--- src/srx_pkg.sv ---
// How it works
// - Lock output high while unlocked, low locked
// - Power-down with outputs on: low outputs, unlock high
// - Power-down parks clock output at edge-select level
// - Output-disable floats data, sync, enable and clock
// - Edge-select picks launch edge of clock output
package srx_pkg;

  // Recovered pixel word carried from the link side
  typedef struct packed {
    logic        de;    // Data enable
    logic [2:0]  sync;  // Sync bits
    logic [17:0] data;  // Pixel data
  } srx_word_t;

  localparam int WORD_W = $bits(srx_word_t);

  // APB register byte offsets
  localparam logic [11:0] ADDR_CTRL   = 12'h000;
  localparam logic [11:0] ADDR_STATUS = 12'h004;
  localparam logic [11:0] ADDR_MASK   = 12'h008;
  localparam logic [11:0] ADDR_STATE  = 12'h00c;

  // Control register fields
  localparam int CTRL_SOFT_DIS = 0;  // Software output disable
  localparam int CTRL_DE_CHK   = 1;  // Data-enable timing check on
  localparam logic [1:0] CTRL_RST = 2'h2;

  // Status and mask fields (same layout)
  localparam int EV_LOCK_LOST = 0;
  localparam int EV_LOCK_GAIN = 1;
  localparam int EV_HI_SHORT  = 2;
  localparam int EV_HI_LONG   = 3;
  localparam int EV_LO_SHORT  = 4;
  localparam int EV_BAD_MODE  = 5;
  localparam int EV_W         = 6;
  localparam logic [5:0] STATUS_RST = 6'h00;
  localparam logic [5:0] MASK_RST   = 6'h00;

  // State register fields
  localparam int ST_LOCK = 0;
  localparam int ST_PDN  = 1;
  localparam int ST_DIS  = 2;
  localparam int ST_EDGE = 3;
  localparam int ST_MODE = 4;  // Two bits

  // Operation mode strap codes
  localparam logic [1:0] MODE_NORMAL    = 2'h0;
  localparam logic [1:0] MODE_HANDSHAKE = 2'h1;

  // Data-enable timing in pixel clock periods
  localparam int DE_HI_MIN_PER  = 2;
  localparam int DE_LO_MIN_NORM = 50;
  localparam int DE_LO_MIN_HS   = 2;

  // Longest data-enable high time, converted at the system clock rate
  localparam int CLK_MHZ        = 250;
  localparam int DE_HI_MAX_US   = 80;
  localparam int DE_MAX_CYC_DEF = DE_HI_MAX_US * CLK_MHZ;

endpackage : srx_pkg

--- src/srx_sync2.sv ---
`timescale 1ns/1ps
// Two-flop synchroniser for a bundle of unrelated levels
module srx_sync2 #(
  parameter int W = 1  // Bundle width
)(
  input  wire logic         pclk,     // System clock
  input  wire logic         presetn,  // Async reset, active low
  input  wire logic [W-1:0] d,        // Asynchronous inputs
  output logic      [W-1:0] q         // Synchronised outputs
);

  logic [W-1:0] meta_q;  // First stage, read only by second stage

  // Two stages, each bit independent
  always_ff @(posedge pclk or negedge presetn) begin
    if (!presetn) begin
      meta_q <= '0;
      q      <= '0;
    end else begin
      meta_q <= d;
      q      <= meta_q;
    end
  end

endmodule : srx_sync2

--- src/srx_output_ctrl.sv ---
`timescale 1ns/1ps
// Output side of the serial pixel receiver
module srx_output_ctrl
  import srx_pkg::*;
#(
  parameter int DE_MAX_CYCLES = DE_MAX_CYC_DEF,  // Longest enable high
  parameter int CNT_W         = 16                // Cycle counter width
)(
  input  wire logic        pclk,                // System clock
  input  wire logic        presetn,             // Async reset, low
  input  wire logic        psel,                // APB select
  input  wire logic        penable,             // APB enable
  input  wire logic        pwrite,              // APB direction
  input  wire logic [11:0] paddr,               // APB address
  input  wire logic [31:0] pwdata,              // APB write data
  output logic      [31:0] prdata,              // APB read data
  output logic             pready,              // APB ready
  output logic             pslverr,             // APB error
  input  wire logic        link_clk_in,         // Recovered link clock
  input  srx_word_t        link_word_in,        // Recovered word
  input  wire logic        pll_locked,          // Receive PLL locked
  input  wire logic        power_down_n,        // Power-down, low
  input  wire logic        output_disable,      // Output float, high
  input  wire logic        edge_select,         // High: rising edge
  input  wire logic [1:0]  op_mode_select,      // Mode straps
  output logic [17:0]      pixel_data_out,      // Pixel data
  output logic [2:0]       sync_bits_out,       // Sync bits
  output logic             de_out,              // Data enable
  output logic             recovered_clock_out, // Pixel clock out
  output logic             pix_oe,              // Enable, all four
  output logic             link_unlocked_n,     // High while unlocked
  output logic             irq                  // Level interrupt
);

  // Synchronised inputs
  logic [WORD_W+6:0] raw_in;   // Bundle into the synchroniser
  logic [WORD_W+6:0] sync_in;  // Bundle out of it
  logic              clk_s;    // Link clock level
  srx_word_t         word_s;   // Link word
  logic              lock_s;   // PLL locked
  logic              pdn_s;    // Power-down, low active
  logic              dis_s;    // Output disable pin
  logic              edge_s;   // Edge select
  logic [1:0]        mode_s;   // Mode straps

  assign raw_in = {link_clk_in, link_word_in, pll_locked, power_down_n,
                   output_disable, edge_select, op_mode_select};

  srx_sync2 #(.W(WORD_W + 7)) u_sync (
    .pclk    (pclk),
    .presetn (presetn),
    .d       (raw_in),
    .q       (sync_in)
  );

  assign {clk_s, word_s, lock_s, pdn_s, dis_s, edge_s, mode_s} = sync_in;

  // Registers
  logic [1:0]       ctrl_q;     // Control
  logic [EV_W-1:0]  status_q;   // Sticky events
  logic [EV_W-1:0]  status_d;   // Next events
  logic [EV_W-1:0]  mask_q;     // Interrupt mask
  logic             clk_d_q;    // Delayed link clock for edges
  logic             lock_d_q;   // Delayed lock for edges
  srx_word_t        cap_q;      // Word caught at rising link edge
  logic             bad_d_q;    // Delayed bad-mode flag
  logic             de_prev_q;  // Enable level at previous edge
  logic [7:0]       hi_per_q;   // Periods with enable high
  logic [7:0]       lo_per_q;   // Periods with enable low
  logic [CNT_W-1:0] hi_cyc_q;   // System cycles with enable high

  // Decode and selection
  logic             rise_ev;    // Link clock rose
  logic             fall_ev;    // Link clock fell
  logic             off_q;      // Outputs floated
  logic             pd_act;     // Power-down, outputs on or off
  logic             launch;     // Launch edge for outputs
  logic             bad_mode;   // Unsupported strap code
  logic             hs_mode;    // Handshake mode strapped
  logic             chk_on;     // Enable check live
  logic             de_rise;    // Enable went high
  logic             de_fall;    // Enable went low
  logic [7:0]       lo_min;     // Least low period for mode
  logic [EV_W-1:0]  ev;         // Events this cycle
  logic             acc;        // APB access phase
  logic             done;       // APB transfer completes
  logic             wr_done;    // Completed write
  logic             rd_done;    // Completed read
  logic             hit;        // Mapped address
  logic [31:0]      rd_mux;     // Read data selection

  assign rise_ev  = clk_s & ~clk_d_q;
  assign fall_ev  = ~clk_s & clk_d_q;
  assign off_q    = dis_s | ctrl_q[CTRL_SOFT_DIS];
  assign pd_act   = ~pdn_s;
  assign launch   = edge_s ? rise_ev : fall_ev;
  assign hs_mode  = (mode_s == MODE_HANDSHAKE);
  assign bad_mode = (mode_s != MODE_NORMAL) && !hs_mode;
  assign chk_on   = ctrl_q[CTRL_DE_CHK] & lock_s & pdn_s;
  assign de_rise  = rise_ev & word_s.de & ~de_prev_q;
  assign de_fall  = rise_ev & ~word_s.de & de_prev_q;
  assign lo_min   = hs_mode ? 8'(DE_LO_MIN_HS) : 8'(DE_LO_MIN_NORM);

  // Event sources
  assign ev[EV_LOCK_LOST] = lock_d_q & ~lock_s;
  assign ev[EV_LOCK_GAIN] = ~lock_d_q & lock_s;
  assign ev[EV_HI_SHORT]  = chk_on & de_fall
                            & (hi_per_q < 8'(DE_HI_MIN_PER));
  assign ev[EV_HI_LONG]   = chk_on & !hs_mode & de_prev_q
                            & (hi_cyc_q == CNT_W'(DE_MAX_CYCLES));
  assign ev[EV_LO_SHORT]  = chk_on & de_rise & (lo_per_q < lo_min);
  assign ev[EV_BAD_MODE]  = bad_mode & ~bad_d_q;

  // APB decode
  assign acc     = psel & penable;
  assign done    = acc & pready;
  assign wr_done = done & pwrite & hit;
  assign rd_done = done & ~pwrite & hit;
  assign hit     = (paddr == ADDR_CTRL) || (paddr == ADDR_STATUS) ||
                   (paddr == ADDR_MASK) || (paddr == ADDR_STATE);
  assign rd_mux  = (paddr == ADDR_CTRL)   ? {30'h0, ctrl_q} :
                   (paddr == ADDR_STATUS) ? {26'h0, status_q} :
                   (paddr == ADDR_MASK)   ? {26'h0, mask_q} :
                   (paddr == ADDR_STATE)  ? {26'h0, mode_s, edge_s,
                                             dis_s, pdn_s, lock_s} :
                   32'h0;

  // Set wins over the read clear; only bits that the read returned are
  // cleared, so an event landing while the read is in flight survives
  assign status_d = (status_q & ~((rd_done && paddr == ADDR_STATUS)
                                  ? prdata[EV_W-1:0] : {EV_W{1'b0}})) | ev;

  // APB answer: one wait state, then ready
  always_ff @(posedge pclk or negedge presetn) begin
    if (!presetn) begin
      pready  <= 1'b0;
      pslverr <= 1'b0;
      prdata  <= 32'h0;
    end else begin
      pready  <= acc & ~pready;
      pslverr <= acc & ~pready & ~hit;
      prdata  <= (acc & ~pready & ~pwrite) ? rd_mux : 32'h0;
    end
  end

  // Software-written registers
  always_ff @(posedge pclk or negedge presetn) begin
    if (!presetn) begin
      ctrl_q <= CTRL_RST;
      mask_q <= MASK_RST;
    end else if (wr_done && paddr == ADDR_CTRL) begin
      ctrl_q <= pwdata[1:0];
    end else if (wr_done && paddr == ADDR_MASK) begin
      mask_q <= pwdata[EV_W-1:0];
    end
  end

  // Sticky status and interrupt level
  always_ff @(posedge pclk or negedge presetn) begin
    if (!presetn) begin
      status_q <= STATUS_RST;
      irq      <= 1'b0;
    end else begin
      status_q <= status_d;
      irq      <= |(status_q & mask_q);
    end
  end

  // Edge history of link clock, lock and mode
  always_ff @(posedge pclk or negedge presetn) begin
    if (!presetn) begin
      clk_d_q  <= 1'b0;
      lock_d_q <= 1'b0;
      bad_d_q  <= 1'b0;
    end else begin
      clk_d_q  <= clk_s;
      lock_d_q <= lock_s;
      bad_d_q  <= bad_mode;
    end
  end

  // Catch the word at each rising link edge
  always_ff @(posedge pclk or negedge presetn) begin
    if (!presetn) begin
      cap_q <= '0;
    end else if (rise_ev) begin
      cap_q <= word_s;
    end
  end

  // Enable period counters, measured in link periods
  always_ff @(posedge pclk or negedge presetn) begin
    if (!presetn) begin
      de_prev_q <= 1'b0;
      hi_per_q  <= 8'h00;
      lo_per_q  <= 8'hff;
    end else if (rise_ev) begin
      de_prev_q <= word_s.de;
      if (de_rise) begin
        hi_per_q <= 8'h01;
      end else if (de_fall) begin
        lo_per_q <= 8'h01;
      end else if (word_s.de) begin
        hi_per_q <= (hi_per_q == 8'hff) ? hi_per_q : hi_per_q + 8'h01;
      end else begin
        lo_per_q <= (lo_per_q == 8'hff) ? lo_per_q : lo_per_q + 8'h01;
      end
    end
  end

  // Enable high time in system cycles; stops one past the limit
  always_ff @(posedge pclk or negedge presetn) begin
    if (!presetn) begin
      hi_cyc_q <= '0;
    end else if (!de_prev_q) begin
      hi_cyc_q <= '0;
    end else if (hi_cyc_q <= CNT_W'(DE_MAX_CYCLES)) begin
      hi_cyc_q <= hi_cyc_q + 1'b1;
    end
  end

  // Lock indicator, forced high in power-down
  always_ff @(posedge pclk or negedge presetn) begin
    if (!presetn) begin
      link_unlocked_n <= 1'b1;
    end else begin
      link_unlocked_n <= ~(lock_s & pdn_s);
    end
  end

  // Output enable for data, sync, enable and clock
  always_ff @(posedge pclk or negedge presetn) begin
    if (!presetn) begin
      pix_oe <= 1'b0;
    end else begin
      pix_oe <= ~off_q;
    end
  end

  // Recovered clock: follows link, parked in power-down
  always_ff @(posedge pclk or negedge presetn) begin
    if (!presetn) begin
      recovered_clock_out <= 1'b0;
    end else if (pd_act) begin
      recovered_clock_out <= edge_s;
    end else if (rise_ev) begin
      recovered_clock_out <= 1'b1;
    end else if (fall_ev) begin
      recovered_clock_out <= 1'b0;
    end
  end

  // Parallel outputs launched on the chosen clock edge
  always_ff @(posedge pclk or negedge presetn) begin
    if (!presetn) begin
      pixel_data_out <= 18'h0;
      sync_bits_out  <= 3'h0;
      de_out         <= 1'b0;
    end else if (pd_act) begin
      pixel_data_out <= 18'h0;
      sync_bits_out  <= 3'h0;
      de_out         <= 1'b0;
    end else if (launch) begin
      pixel_data_out <= edge_s ? word_s.data : cap_q.data;
      sync_bits_out  <= edge_s ? word_s.sync : cap_q.sync;
      de_out         <= edge_s ? word_s.de : cap_q.de;
    end
  end
endmodule : srx_output_ctrl

--- config.mk ---
export PLATFORM = sky130hd
export DESIGN_NAME = srx_output_ctrl
export DESIGN_NICKNAME = d
export VERILOG_FILES = /design/src/srx_pkg.sv /design/src/srx_sync2.sv /design/src/srx_output_ctrl.sv
export SDC_FILE = /design/constraint.sdc
export NUM_CORES = 1
export LEC_CHECK = 0
export BUFFER_PORTS_ARGS = -buffer_cell sky130_fd_sc_hd__buf_2
export CORE_MARGIN = 8
export CORE_UTILIZATION = 40
export DETAILED_ROUTE_END_ITERATION = 6
export GPL_ROUTABILITY_DRIVEN = 0
export HOLD_SLACK_MARGIN = 0.08
export PLACE_DENSITY = 0.6
export SKIP_LAST_GASP = 1
export SYNTH_ARGS = -nofsm -noshare
export SYNTH_HDL_FRONTEND = slang
export SYNTH_SLANG_ARGS = --single-unit
--- constraint.sdc ---
create_clock -name pclk -period 2.4 [get_ports pclk]
set_input_delay 0.24 -clock pclk [delete_from_list [all_inputs] [get_ports pclk]]
set_output_delay 0.24 -clock pclk [all_outputs]
set_load 0.01 [all_outputs]
==> run_results.csv <==
group,metric,value,unit
die,die-width,147,um
clock_network,cts-root-buf,"clkbuf_16",
global_routing,grt_pass1_vias,4900,
sta,max_freq,479,MHz
power,peakVddDrop,676,uV
yosys,ys_seq_area_share,59.7,%
detailed_routing,routedWlPerCell,15.5,um
yosys,avgSynthCellArea,12.0,um^2
global_routing,antenna_found_initial,0,
min_path,hp-class,"input port to flip-flop",
cells_and_area,layout.nets,785,
yosys,netlist_area,0.00686,mm^2
global_routing,grt_pass1_wl,24600,um
global_routing,grt_max_degree,61,
yosys,synth_ff_type,"dfrtp_1",
global_routing,grt_use_met2,22.9,%
setup_path,end_kind,"flip-flop",
sta,drv_slew,0,
power,leakage,0.00382,uW
placement,dp_hpwl,9670,um
setup_path,crit_required,2.74,ns
detailed_routing,drc_errors,0,
global_routing,met3_usage,3.97,%
die,dieArea,0.0216,mm^2
cells_and_area,fillCellCount,1532,
setup_path,crit_family,"simple AND/OR/NAND/NOR gates",
power,p_comb_share,10.6,%
setup_path,r2r-start,"hi_cyc_q[0]",
yosys,synthCells,571,
setup_path,crit_path_cell_trace,"inv_1 > ha_1 > or4b_1 > or4_4 > a21boi_2 > mux2i_1",
setup_path,r2r_slack,0.31,ns
yosys,synthSimpleGateAreaFrac,15.6,%
outcome,run_status,"finished clean",
power,intPower,4620,uW
detailed_routing,dr.pass1.iters,5,
detailed_routing,via_count,4666,
clock_network,clkTransAtPathRegs,0.06,ns
yosys,synth-xor-area-share,0.256,%
sta,fin_crit,2.09,ns
power,p_switching,1560,uW
setup_path,critPathMaxStageDelay,0.60,ns
clock_network,cts_buffers,17,
global_routing,met1_usage,17.1,%
clock_network,cts.sinks,163,
die,die_y,147,um
cells_and_area,antenna_cells,0,
cells_and_area,final_cell_count_no_fill,936,
detailed_routing,vias_per_cell,4.99,
yosys,synth-async-reset-ratio,100,%
die,initial_core_util,40.3,%
detailed_routing,wirelength,14500,um
setup_path,worstSetupStartpointType,"flip-flop",
global_routing,track_usage,13.9,%
cells_and_area,drive_above_1_share,29.3,%
yosys,synth_top_family_by_area,"simple AND/OR/NAND/NOR gates",
clock_network,cts_max_path_buffers,2,
run,maxCapViolCount,0,
placement,dpl.cell_count,869,
power,power_frac_seq,50.3,%
global_routing,busiest_layer,"met2",
clock_network,clock_latency,0.42,ns
setup_path,critPathKind,"flip-flop to flip-flop",
sta,grt_setup_unrepaired,"false",
yosys,yosys_warnings,0,
yosys,synth_fa_ha_area_share,1.46,%
detailed_routing,drtAntennaViolNets,0,
clock_network,cts_resized,0,
min_path,min_to,"pready",
clock_network,cts_tree,"built",
clock_network,htree_levels,4,
power,p_sw_share,25.3,%
sta,finalSetupTns,0,ns
sta,finalCritPeriodShare,87.1,%
power,p_per_area,738,mW/mm^2
die,rows,48,
die,ioPinCount,138,
min_path,hold_start,"penable",
sta,tightest_slew,0.941,ns
power,pwr-share-clk,39.1,%
yosys,ys_ff_latch,163,
yosys,synth_mux_area_share,10.8,%
placement,port_buffers,85,
die,core_area,0.0170,mm^2
sta,fin_skew,0.00666,ns
yosys,synth-edff-count,0,
setup_path,rr_endpoint,"hi_cyc_q[2]",
cells_and_area,synthToLayoutAreaGrowth,22.1,%
detailed_routing,drtIter0Drc,237,
sta,hold_violations,0,
global_routing,grt_overflow,0,
setup_path,critical_path_buf_inv_count,1,
min_path,whs_path_depth,4,
setup_path,cpMaxStageDelayCell,"or4_4",
setup_path,crit_arrival,2.43,ns
setup_path,path_max_fanout,5,
sta,setup_viol,0,
yosys,ys_types,60,
yosys,synth_compound_area_share,7.15,%
sta,max-slew-margin-rel,37.2,%
setup_path,reg2regPathDepth,6,
==> cells by family after synthesis <==
family                   after synthesis
AND/OR/NAND/NOR                      199
flip-flops                           163
AO/OA/AOI/OAI                         70
multiplexers                          64
buffers and inverters                 64
adder cells (fa/ha/maj)                8
XOR/XNOR                               2
other                                  1
==> Yosys cell counts (9+ instances only) <==
cell | n | area (um^2)
a21oi_1 | 14 | 70.1
buf_4 | 26 | 195
clkbuf_1 | 14 | 52.6
dfrtp_1 | 153 | 3830
dfstp_2 | 10 | 263
inv_1 | 17 | 63.8
mux2_2 | 53 | 597
nand2_1 | 76 | 285
nand3_1 | 28 | 140
nand4_1 | 11 | 68.8
nor2_1 | 17 | 63.8
o21ai_0 | 15 | 75.1
o31ai_1 | 9 | 67.6
==> layer usage <==
layer / vias to the layer above / wire length (um)
met5: - / 0
met4: 0 / 190
met3: 15 / 748
met2: 112 / 7170
met1: 2328 / 6370
li1: 2211 / -
==> layout by cell type, fill, tap and decap left out, types with 7 or more instances in the layout <==
cell	count
dfrtp_1	153
buf_2	84
nand2_1	76
mux2_2	53
dlygate4sd3_1	36
nand3_1	28
conb_1	26
inv_1	17
nor2_1	17
clkbuf_16	17
o21ai_0	15
a21oi_1	14
nand4_1	11
dfstp_2	10
o31ai_1	9
nand2b_1	8
or4_1	8
ha_1	8
buf_4	8
nor2b_1	7
a22oi_1	7
or3_1	7
mux2i_1	7
==> worst min-delay path: stages <==
cell and delay, ns:
buf_2 0.10, nand2_1 0.05, or2_2 0.12, inv_1 0.04
==> registers in the layout, indices dropped and copies added (netlist names), 2 cells and up <==
| register | cells |
|---|---|
| hi_per_q | 8 |
| mask_q | 6 |
| prdata | 6 |
| hi_cyc_q | 16 |
| lo_per_q | 8 |
| cap_q | 21 |
| sync_bits_out | 3 |
| status_q | 6 |
| u_sync.q | 29 |
| pixel_data_out | 18 |
| u_sync.meta_q | 29 |
| ctrl_q | 2 |
==> per-stage QoR <==
| step | instance area (um^2) | util (%) | power, uW | setup WS (ns) | hold slack [ns] |
|---|---|---|---|---|---|
| floorplan | 6950 | - | 3520 | 0.445 | -0.0556 |
| global placement | 7490 | 44.0 | 3740 | 0.349 | 0.265 |
| detailed placement | 7490 | 44.0 | 3770 | 0.309 | 0.266 |
| CTS | 8370 | 49.3 | 6270 | 0.289 | 0.143 |
| global route | 8370 | 49.3 | 6470 | 0.148 | 0.170 |
| finish | 8370 | 49.3 | 6180 | 0.310 | 0.163 |
==> final cells by class <==
| cell class | instances | area [um^2] | area share, % |
|---|---|---|---|
| flip-flops and latches | 163 | 4090 | 48.9 |
| repair buffers | 131 | 892 | 10.7 |
| inverters | 17 | 63.8 | 0.762 |
| well taps | 225 | 282 | 3.36 |
| multi-input cells | 369 | 2520 | 30.1 |
| clock inverters | 12 | 83.8 | 1.00 |
| clock buffers | 19 | 443 | 5.29 |
==> power by group through the flow <==
| stage | clock network, uW | logic (uW) | registers, uW |
|---|---|---|---|
| after floorplan | 0 | 383 | 3140 |
| after global placement | 0 | 599 | 3140 |
| after detailed placement | 0 | 619 | 3150 |
| after CTS | 2500 | 666 | 3110 |
| after global routing | 2600 | 735 | 3140 |
| final | 2420 | 655 | 3110 |
==> worst max path at each step <==
stage | slack [ns] | cells past startpoint | endpoint | startpoint
4_1_cts | 0.29 | 6 | hi_cyc_q[2] | hi_cyc_q[0]
5_1_grt | 0.15 | 4 | hi_cyc_q[10] | hi_cyc_q[9]
3_3_place_gp | 0.35 | 6 | hi_cyc_q[2] | hi_cyc_q[0]
2_1_floorplan | 0.45 | 6 | hi_cyc_q[2] | hi_cyc_q[0]
3_5_place_dp | 0.31 | 6 | hi_cyc_q[2] | hi_cyc_q[0]
6_report | 0.31 | 6 | hi_cyc_q[2] | hi_cyc_q[0]
==> repair_timing <==
item / CTS / global route
endpoints found under the hold margin: 86 / 0
setup buffers: 0 / 0
hold buffers: 36 / 0
Power figures use the tool's default switching activity.
